## src/soft_reset_param_pkg.sv

```systemverilog
// constants for the soft reset and parameter table command block
`default_nettype none
package soft_reset_param_pkg;
  // opcodes
  localparam logic [7:0] OP_RESET_ENABLE = 8'h66;
  localparam logic [7:0] OP_RESET        = 8'h99;
  localparam logic [7:0] OP_PARAM_READ   = 8'h5a;
  // frame field lengths in serial clocks
  localparam int unsigned OPCODE_BITS    = 8;
  localparam int unsigned QUAD_OP_CLOCKS = 2;
  localparam int unsigned ADDR_BITS      = 24;
  localparam int unsigned DUMMY_CLOCKS   = 8;
  localparam int unsigned CNT_W          = 5;
  // recovery timing
  localparam int unsigned CLOCK_MHZ       = 200;
  localparam int unsigned RECOVERY_NS     = 30000;
  localparam int unsigned RECOVERY_CYCLES = (RECOVERY_NS * CLOCK_MHZ + 999) / 1000;
  localparam int unsigned RECOVERY_W      = 24;
  // table contents
  localparam logic [31:0] SIGNATURE       = 32'h50444653;
  localparam logic [7:0]  MINOR_REV       = 8'h00;
  localparam logic [7:0]  MAJOR_REV       = 8'h01;
  localparam logic [7:0]  HEADER_COUNT    = 8'h01;
  localparam logic [7:0]  UNUSED_BYTE     = 8'hff;
  localparam logic [7:0]  STD_TABLE_ID    = 8'h00;
  localparam logic [7:0]  STD_TABLE_LEN   = 8'h09;
  localparam logic [23:0] STD_TABLE_PTR   = 24'h000030;
  localparam logic [7:0]  VND_TABLE_LEN   = 8'h03;
  localparam logic [23:0] VND_TABLE_PTR   = 24'h000060;
  localparam logic [7:0]  ERASE_CAPS      = 8'he5;
  localparam logic [7:0]  ERASE_4K_OP     = 8'h20;
  localparam logic [7:0]  READ_CAPS       = 8'hf1;
  localparam logic [7:0]  QUAD_IO_TIMING  = 8'h44;
  localparam logic [7:0]  QUAD_IO_OP      = 8'heb;
  localparam logic [31:0] DENSITY_DEFAULT = 32'h003fffff;
  // arbitrary neutral identity value
  localparam logic [7:0]  VENDOR_ID_DEFAULT = 8'h5e;
  // state of the frame decoder
  typedef enum logic [2:0] {
    ST_IDLE,
    ST_OPCODE,
    ST_HOLD,
    ST_ADDR,
    ST_DUMMY,
    ST_DATA,
    ST_SINK
  } frame_state_e;
endpackage
`default_nettype wire

```

## src/soft_reset_param.sv

```systemverilog
// serial command block for the two-step soft reset and the parameter table read
// Behaviour
// - accepted reset aborts internal operations and returns device to power-on state.
// - accepted reset clears all volatile bits, latches, suspend and mode settings.
// - both reset opcodes are accepted in single and quad transfer modes.
// - after an accepted reset every command is ignored until recovery ends.
// - opcode 5Ah reads the parameter table, single-bit mode only.
// - bytes 00h-03h give signature LSB first; 04h minor 00h, 05h major 01h.
// - byte 06h returns header count 01h, meaning two headers.
// - first header: ID 00h, rev 1.0, 9 dwords, pointer 000030h.
// - vendor header: its ID, rev 1.0, 3 dwords, pointer 000060h.
// - bytes 07h, 0Fh, 17h and 33h always read FFh, read only.
// - byte 30h reads E5h, byte 31h reads 4KB erase opcode 20h.
// - bits 3 and 4 of byte 30h read zero, nonvolatile status.
// - byte 32h reads F1h: 3-byte address, no DTR, four fast reads.
// - byte 38h reports 4 wait states and 2 mode clocks; 39h gives EBh.
`default_nettype none
module soft_reset_param
  import soft_reset_param_pkg::*;
#(
  parameter int unsigned RECOVERY  = RECOVERY_CYCLES,
  parameter logic [7:0]  VENDOR_ID = VENDOR_ID_DEFAULT,
  parameter logic [31:0] DENSITY   = DENSITY_DEFAULT
)
(
  // clock and reset
  input  wire logic       clock,
  input  wire logic       rst,
  // serial pins
  input  wire logic       sck,
  input  wire logic       cs_n,
  input  wire logic [3:0] io_in,
  output logic            so,
  output logic            so_oe,
  // mode from the device configuration
  input  wire logic       quad_mode,
  // reset effects toward the rest of the device
  output logic            soft_reset_pulse,
  output logic            reset_armed,
  output logic            commands_blocked
);
  import soft_reset_param_pkg::*;
  // ************************************************************
  // pin synchronisers
  // ************************************************************
  logic [2:0] sck_s_q;
  logic [2:0] cs_s_q;
  logic [3:0] io_s1_q;
  logic [3:0] io_s2_q;
  logic       sck_lvl_q;
  logic       cs_lvl_q;
  always_ff @(posedge clock or posedge rst)
  begin
    if (rst)
    begin
      sck_s_q <= 3'h0;
      cs_s_q  <= 3'h7;
      io_s1_q <= 4'h0;
      io_s2_q <= 4'h0;
    end
    else
    begin
      sck_s_q <= {sck_s_q[1:0], sck};
      cs_s_q  <= {cs_s_q[1:0], cs_n};
      io_s1_q <= io_in;
      io_s2_q <= io_s1_q;
    end
  end
  // a change counts once second and third stages agree
  always_ff @(posedge clock or posedge rst)
  begin
    if (rst)
    begin
      sck_lvl_q <= 1'b0;
      cs_lvl_q  <= 1'b1;
    end
    else
    begin
      if (sck_s_q[1] == sck_s_q[2])
        sck_lvl_q <= sck_s_q[2];
      if (cs_s_q[1] == cs_s_q[2])
        cs_lvl_q <= cs_s_q[2];
    end
  end

  logic sck_rise;
  logic sck_fall;
  logic cs_fall;
  logic cs_rise;
  assign sck_rise = (sck_s_q[1] == sck_s_q[2]) && sck_s_q[2] && !sck_lvl_q;
  assign sck_fall = (sck_s_q[1] == sck_s_q[2]) && !sck_s_q[2] && sck_lvl_q;
  assign cs_fall  = (cs_s_q[1] == cs_s_q[2]) && !cs_s_q[2] && cs_lvl_q;
  assign cs_rise  = (cs_s_q[1] == cs_s_q[2]) && cs_s_q[2] && !cs_lvl_q;
  // ************************************************************
  // parameter table
  // ************************************************************
  function automatic logic [7:0] table_byte(input logic [23:0] a);
    logic [7:0] b;
    b = UNUSED_BYTE;
    if (a[23:8] == 16'h0000)
    begin
      case (a[7:0])
        8'h00: b = SIGNATURE[7:0];
        8'h01: b = SIGNATURE[15:8];
        8'h02: b = SIGNATURE[23:16];
        8'h03: b = SIGNATURE[31:24];
        8'h04: b = MINOR_REV;
        8'h05: b = MAJOR_REV;
        8'h06: b = HEADER_COUNT;
        8'h08: b = STD_TABLE_ID;
        8'h09: b = MINOR_REV;
        8'h0a: b = MAJOR_REV;
        8'h0b: b = STD_TABLE_LEN;
        8'h0c: b = STD_TABLE_PTR[7:0];
        8'h0d: b = STD_TABLE_PTR[15:8];
        8'h0e: b = STD_TABLE_PTR[23:16];
        8'h10: b = VENDOR_ID;
        8'h11: b = MINOR_REV;
        8'h12: b = MAJOR_REV;
        8'h13: b = VND_TABLE_LEN;
        8'h14: b = VND_TABLE_PTR[7:0];
        8'h15: b = VND_TABLE_PTR[15:8];
        8'h16: b = VND_TABLE_PTR[23:16];
        8'h30: b = ERASE_CAPS;
        8'h31: b = ERASE_4K_OP;
        8'h32: b = READ_CAPS;
        8'h34: b = DENSITY[7:0];
        8'h35: b = DENSITY[15:8];
        8'h36: b = DENSITY[23:16];
        8'h37: b = DENSITY[31:24];
        8'h38: b = QUAD_IO_TIMING;
        8'h39: b = QUAD_IO_OP;
        default: b = UNUSED_BYTE;
      endcase
    end
    return b;
  endfunction
  // ************************************************************
  // frame decoder
  // ************************************************************
  frame_state_e         state_q;
  logic [CNT_W-1:0]     cnt_q;
  logic [7:0]           op_q;
  logic [23:0]          addr_q;
  logic [2:0]           bit_q;
  logic [RECOVERY_W-1:0] rec_q;
  logic                 armed_q;
  logic                 pulse_q;
  logic                 so_q;
  logic                 so_oe_q;
  logic [7:0]           op_d;
  logic                 op_last;
  // single mode takes one bit a clock, quad mode a nibble
  always_comb
  begin
    op_d    = quad_mode ? {op_q[3:0], io_s2_q} : {op_q[6:0], io_s2_q[0]};
    op_last = quad_mode ? (cnt_q == CNT_W'(QUAD_OP_CLOCKS - 1))
                        : (cnt_q == CNT_W'(OPCODE_BITS - 1));
  end
  always_ff @(posedge clock or posedge rst)
  begin
    if (rst)
    begin
      state_q <= ST_IDLE;
      cnt_q   <= '0;
      op_q    <= 8'h00;
      addr_q  <= 24'h000000;
    end
    else if (cs_rise)
      state_q <= ST_IDLE;
    else if (cs_fall)
    begin
      state_q <= (rec_q != '0) ? ST_SINK : ST_OPCODE;
      cnt_q   <= '0;
    end
    else if (sck_rise)
    begin
      case (state_q)
        ST_OPCODE:
        begin
          op_q  <= op_d;
          cnt_q <= cnt_q + CNT_W'(1);
          if (op_last)
          begin
            cnt_q <= '0;
            if (op_d == OP_RESET_ENABLE || op_d == OP_RESET)
              state_q <= ST_HOLD;
            else if (op_d == OP_PARAM_READ && !quad_mode)
              state_q <= ST_ADDR;
            else
              state_q <= ST_SINK;
          end
        end
        // extra clocks spoil a reset frame
        ST_HOLD:
          state_q <= ST_SINK;
        ST_ADDR:
        begin
          addr_q <= {addr_q[22:0], io_s2_q[0]};
          cnt_q  <= cnt_q + CNT_W'(1);
          if (cnt_q == CNT_W'(ADDR_BITS - 1))
          begin
            cnt_q   <= '0;
            state_q <= ST_DUMMY;
          end
        end
        ST_DUMMY:
        begin
          cnt_q <= cnt_q + CNT_W'(1);
          if (cnt_q == CNT_W'(DUMMY_CLOCKS - 1))
            state_q <= ST_DATA;
        end
        ST_IDLE, ST_DATA, ST_SINK:
          state_q <= state_q;
        default:
          state_q <= ST_SINK;
      endcase
    end
    else if (sck_fall && state_q == ST_DATA && bit_q == 3'h0 && so_oe_q)
      addr_q <= addr_q + 24'h000001;
  end
  // ************************************************************
  // serial output
  // ************************************************************
  always_ff @(posedge clock or posedge rst)
  begin
    if (rst)
    begin
      so_q    <= 1'b0;
      so_oe_q <= 1'b0;
      bit_q   <= 3'h7;
    end
    else if (state_q != ST_DATA || cs_rise)
    begin
      so_oe_q <= 1'b0;
      bit_q   <= 3'h7;
    end
    else if (sck_fall)
    begin
      so_oe_q <= 1'b1;
      so_q    <= |(table_byte(addr_q) & (8'h01 << bit_q));
      bit_q   <= bit_q - 3'h1;
    end
  end
  // ************************************************************
  // reset sequence
  // ************************************************************
  always_ff @(posedge clock or posedge rst)
  begin
    if (rst)
    begin
      armed_q <= 1'b0;
      pulse_q <= 1'b0;
      rec_q   <= '0;
    end
    else
    begin
      pulse_q <= 1'b0;
      if (rec_q != '0)
        rec_q <= rec_q - RECOVERY_W'(1);
      if (cs_rise)
      begin
        // only the frame right after enable
        armed_q <= (state_q == ST_HOLD) && (op_q == OP_RESET_ENABLE);
        if (state_q == ST_HOLD && op_q == OP_RESET && armed_q)
        begin
          pulse_q <= 1'b1;
          rec_q   <= RECOVERY_W'(RECOVERY);
        end
      end
    end
  end
  assign so               = so_q;
  assign so_oe            = so_oe_q;
  assign soft_reset_pulse = pulse_q;
  assign reset_armed      = armed_q;
  assign commands_blocked = (rec_q != '0);
endmodule
`default_nettype wire

```

## config.mk

```make
export PLATFORM = sky130hd
export DESIGN_NAME = soft_reset_param
export DESIGN_NICKNAME = d
export VERILOG_FILES = /design/src/soft_reset_param_pkg.sv /design/src/soft_reset_param.sv
export SDC_FILE = /design/constraint.sdc
export NUM_CORES = 1
export LEC_CHECK = 0
export BUFFER_PORTS_ARGS = -buffer_cell sky130_fd_sc_hd__buf_2
export CAP_MARGIN = 25
export CELL_PAD_IN_SITES_DETAIL_PLACEMENT = 0
export CELL_PAD_IN_SITES_GLOBAL_PLACEMENT = 2
export CORE_MARGIN = 1
export CORE_UTILIZATION = 39
export CTS_CLUSTER_DIAMETER = 60
export DETAILED_ROUTE_END_ITERATION = 10
export GPL_TIMING_DRIVEN = 0
export PLACE_DENSITY = 0.84
export SLEW_MARGIN = 20
export SYNTH_ARGS = -nofsm -noshare
export SYNTH_HDL_FRONTEND = slang
export SYNTH_SLANG_ARGS = --single-unit
```

## constraint.sdc

```tcl
create_clock -name clock -period 3.5 [get_ports clock]
set_input_delay 0.35 -clock clock [delete_from_list [all_inputs] [get_ports clock]]
set_output_delay 0.35 -clock clock [all_outputs]
set_load 0.1 [all_outputs]
```

==> reports/metrics.cfg, run 1 <==
[outcome]
outcome=complete, no violations

[setup_path]
r2r_start=cs_s_q[1]$_DFF_PP1_
required_ns=3.15
reg2reg_slack_ns=0.77
critPathCaptureType=primary output
setup.worst_path.start_class=flip-flop
slowest_delay_ns=0.59
reg2reg_depth=8
path_max_fanout=8
crit_path_top_delay_cell=or4_4
cp_cell_sequence=or4_4, and4bb_2, nand3b_1, buf_2
cp_data_arrival_time_ns=2.50
crit_type=reg -> out
reg2reg_to=addr_q[9]$_DFFE_PP0P_

[power_and_ir_drop]
power_mw=2.89
p_leak_nw=2.47
power_density_nw_per_um2=500
vdd_ir_drop_max_uv=264

[placed_design]
gp_congestion=0.818
dp_cells=777
placed_cell_area_um2=5470
preCtsSetupSlack_ns=0.792
dp_hpwl_um=8660
io_buffers=13

[synth]
async_flop_share=1.00
synth_ff_type=dfrtp_1
synth-seq-cells=87
synth_nets=620
ys_warn_count=0
yosysTopAreaCell=dfrtp_1
yosysSeqAreaShare=0.424
syn_inst=591
netlist_area_um2=5160
avgSynthCellArea_um2=8.73
synth_top_area_frac=0.388
yosys.cell_types.count=62
yosys.cell_count.top_type=dfrtp_1
synth_common_cells=dfrtp_1, nor2_1, a21oi_1, nand2_1, o21ai_0
yosys-top-cells-area=dfrtp_1, a21oi_1, nor2_1, ha_1, o21ai_0
synth_enable_flop_cells=0

[clock_network]
clock-sinks=87
cts_tree=yes
cts_made_buffers=9
holdBufCountCts=0
post-cts-setup-buffer-count=0
cts-root-buf=clkbuf_16
clkTransAtPathRegs_ns=0.07
clockBufferDepth=2
cts_resized=0
htree_levels=3
clk_latency_ns=0.35

[timing]
period_minus_slack_ns=2.85
hold_viol=0
finalMaxSlewViolations=0
fin_setup_tns_ns=0
min_period_over_period=0.814
timing.final.ws_setup_ns=0.651
rsz0062_at_grt=no
tightest_slew_ns=0.679
finClkSkew_ns=0.00820
setup_viol=0
slew_headroom=0.544
clock.fmax_mhz=351
whs_ns=0.0567

[cells_and_area]
fin_area_um2=5780
final_layout_size_suffix_gt1_frac=0.0836
fillers=1246
fin_nets=646
finish.utilization=0.453
syn_to_final_growth_pct=12.1
n_antenna_cell=0
stdcell_count=794

[die]
dieArea_um2=13700
initial_core_util=0.404
core_um2=12800
die_h_um=117
die_w_um=117
ios=14
row_count=41

[grt]
met2_usage=0.328
antenna_found_initial=0
grt_pass1_wl_um=20500
gr-usage-all-layers=0.195
top_usage_layer=met2
grt_max_degree=46
grtUsageMet3=0.0386
first_global_vias=4123
grt-ovfl-total=0
use_met1=0.250

[detailed_routing]
dr.pass1.iters=5
vias=4460
route.antenna.remaining_nets=0
viasPerCell=5.62
first_iter_violations=278
drc=0
wl_um=12400
wl_per_cell_um=15.6

[job]
cap_violations=0

[hold_path]
hold_path_class=in -> async

registers in the layout, indices dropped and copies added (netlist names):
name	cells
addr_q	24
rec_q	24
op_q	8
cnt_q	5
io_s1_q	4
io_s2_q	4
bit_q	3
cs_s_q	3
sck_s_q	3
state_q	3
cs_lvl_q	1
reset_armed	1
sck_lvl_q	1
so	1
so_oe	1
soft_reset_pulse	1
cell usage in the layout (no fill, tap or decap), drive strengths merged, types with 9 or more instances in the layout:
master  count
ha         20
dfrtp      80
inv        28
nor3       18
clkbuf     33
xnor2      15
o22ai       9
o21ai      39
nand2      49
nor4       16
mux2i      12
nor2       67
a21oi      58
nand3      21
or3         9
buf        17
metal layers:
layer	vias up	wire [um]
li1	2202	-
met4	0	146
met1	2177	5850
met3	11	323
met5	-	0
met2	70	6030
critical path, delay by kind of cell, from the launching register on:
| family | cells | cell delay (ns) |
|---|---|---|
| buffers and inverters | 1 | 0.44 |
| flip-flops | 1 | 0.43 |
| AND/OR/NAND/NOR | 3 | 1.28 |
cell type report:
class	instances	area [um2]	share of cell area
timing repair buffer	15	97.6	0.0169
clock buffer	9	225	0.0390
buffer	26	97.6	0.0169
tap	172	215	0.0372
inverter	25	96.3	0.0167
clock inverter	7	76.3	0.0132
sequential	87	2190	0.378
multi-input combinational	453	2790	0.482
power by group:
part	switching (mW)	internal [mW]	leakage [nW]	total, mW
clock	0.454	0.506	0.148	0.960
combinational	0.428	0.268	1.20	0.696
sequential	0.135	1.10	1.12	1.23
cells by family (layout without fill, tap and decap cells):
family / Yosys count / after routing / synth area share
simple gates: 244 / 244 / 0.249
compound gates: 157 / 157 / 0.184
flops: 87 / 87 / 0.424
buf+inv: 51 / 82 / 0.0371
fa+ha+maj: 20 / 20 / 0.0485
xor+xnor: 18 / 18 / 0.0306
mux: 14 / 14 / 0.0277
worst max-delay path by stage:
stage	startpoint	endpoint	cells after the start	slack, ns
floorplan	rec_q[5]$_DFF_PP0_	state_q[0]$_DFFE_PP0P_	5	0.65
global placement	rst	so$_DFFE_PP0P_	2	-0.19
detailed placement	cs_s_q[1]$_DFF_PP1_	addr_q[9]$_DFFE_PP0P_	8	0.79
CTS	rec_q[5]$_DFF_PP0_	commands_blocked	4	0.64
global route	rec_q[0]$_DFF_PP0_	commands_blocked	5	0.49
finish	rec_q[5]$_DFF_PP0_	commands_blocked	4	0.65
Power figures use the tool's default switching activity.
==> run 2: changes to the inputs <==
--- a/config.mk
+++ b/config.mk
@@ -10,11 +10,11 @@
 export CELL_PAD_IN_SITES_DETAIL_PLACEMENT = 0
 export CELL_PAD_IN_SITES_GLOBAL_PLACEMENT = 2
 export CORE_MARGIN = 1
-export CORE_UTILIZATION = 39
+export CORE_UTILIZATION = 36
 export CTS_CLUSTER_DIAMETER = 60
 export DETAILED_ROUTE_END_ITERATION = 10
 export GPL_TIMING_DRIVEN = 0
-export PLACE_DENSITY = 0.84
+export PLACE_DENSITY = 0.82
 export SLEW_MARGIN = 20
 export SYNTH_ARGS = -nofsm -noshare
 export SYNTH_HDL_FRONTEND = slang
==> constraint.sdc (replaced) <==
create_clock -name clock -period 2.5 [get_ports clock]
set_input_delay 0.25 -clock clock [delete_from_list [all_inputs] [get_ports clock]]
set_output_delay 0.25 -clock clock [all_outputs]
set_load 0.1 [all_outputs]
==> reports/metrics.cfg, run 2 (synthesized netlist as in run 1, its figures left out) <==
[die]
row_count=43
dieArea_um2=14800
ios=14
initial_core_util=0.370
die_w_um=122
core_um2=13900
die_h_um=122

[grt]
antenna_found_initial=0
grt_max_degree=46
grt_pass1_wl_um=21500
gr-usage-all-layers=0.184
grt-ovfl-total=0
first_global_vias=4338

[power_and_ir_drop]
p_leak_nw=2.50
power_density_nw_per_um2=702
vdd_ir_drop_max_uv=577

[timing]
period_minus_slack_ns=2.36
min_period_over_period=0.944
clock.fmax_mhz=424
tightest_slew_ns=0.664
slew_headroom=0.553
hold_viol=0
finClkSkew_ns=0.00787
fin_setup_tns_ns=0
finalMaxSlewViolations=0
setup_viol=0

[detailed_routing]
wl_met3_um=485
first_iter_violations=384
wl_um=12700
top_layer_used=met4
viasPerCell=5.60
route.antenna.remaining_nets=0
vias=4517
dr.pass1.iters=6
drc=0
wl_met1_um=6000
wl_met2_um=6060
wl_per_cell_um=15.8

[cells_and_area]
top_regs=addr_q: 24 flops, rec_q: 24 flops, op_q: 8 flops
ff_latch_area_um2=2190
multi_input_area_um2=2840
fin_area_um2=5900
fillers=1363
finish.utilization=0.424
n_antenna_cell=0
syn_to_final_growth_pct=14.4
final_cell_mix=dfrtp_1, nor2_1, a21oi_1
final_layout_size_suffix_gt1_frac=0.100
layout_commonest_cell=dfrtp_1
fin_nets=651

[setup_path]
cp_data_arrival_time_ns=2.57
path_max_fanout=7
setup.worst_path.start_class=flip-flop
crit_type=reg -> reg
required_ns=2.71
reg2reg_slack_ns=0.14
critPathCaptureType=flip-flop
reg2reg_depth=5

[placed_design]
gp_congestion=0.908
io_buffers=13
placed_cell_area_um2=5480
dp_hpwl_um=8680

[clock_network]
clkTransAtPathRegs_ns=0.06
cts-root-buf=clkbuf_16
clk_latency_ns=0.35
clock-sinks=87
htree_levels=3
cts_tree=yes
cts_made_buffers=9
clockBufferDepth=2

[job]
cap_violations=0

[hold_path]
hold_depth=1
hold_path_class=in -> reg

[outcome]
outcome=complete, no violations

-- run 2: worst paths after layout --
path / from / endpoint
worst min-delay path: io_in[0] / io_s1_q[0]$_DFF_PP0_
max in group asynchronous: rst / cs_s_q[2]$_DFF_PP1_
min in group asynchronous: rst / rec_q[0]$_DFF_PP0_
worst min register to register: sck_s_q[0]$_DFF_PP0_ / sck_s_q[1]$_DFF_PP0_
worst max-delay path: addr_q[18]$_DFFE_PP0P_ / so$_DFFE_PP0P_
worst max register to register: addr_q[18]$_DFFE_PP0P_ / so$_DFFE_PP0P_
-- run 2: worst max-delay path, cell delays in order, from the launching register on --
cell,delay (ns)
dfrtp_1,0.45
or4_1,0.51
or4_1,0.63
a211oi_1,0.31
o32a_1,0.21
a41oi_1,0.11
-- run 2: routing by layer --
metal | GRT usage | vias to the layer above
met1 | 0.239 | 2189
met2 | 0.304 | 98
met5 | 0 | -
met3 | 0.0346 | 14
met4 | 0.0640 | 0
li1 | - | 2216
-- run 2: what timing repair did --
item / CTS / global route
gates resized for setup: 8 / 11
hold endpoints to repair: 11 / 3
setup buffers: 1 / 0
hold buffers: 3 / 3
endpoints found under the setup margin: 34 / 24
gates cloned: 0 / 0
-- run 2: area by class of cell --
| type | count | share of cell area |
|---|---|---|
| buffer | 25 | 0.0172 |
| clock buffer | 11 | 0.0394 |
| clock inverter | 5 | 0.00996 |
| inverter | 25 | 0.0163 |
| multi-input combinational | 453 | 0.481 |
| sequential | 87 | 0.370 |
| tap | 180 | 0.0382 |
| timing repair buffer | 21 | 0.0276 |
-- run 2: metrics by stage --
| stage | hold WS [ns] | total power [mW] | setup WS (ns) | instances |
|---|---|---|---|---|
| floorplan | 0.254 | 2.50 | -0.261 | 591 |
| global placement | 0.333 | 2.77 | -1.15 | 784 |
| detailed placement | 0.336 | 2.77 | -0.198 | 785 |
| CTS | 0.00103 | 4.16 | 0.0114 | 805 |
| global route | 0.000113 | 4.40 | -0.0222 | 807 |
| finish | 0.0127 | 4.14 | 0.141 | 807 |
-- run 2: where the power goes --
group	internal (mW)	switching (mW)
clock network	0.775	0.571
registers	1.54	0.220
logic	0.408	0.624
total	2.73	1.42
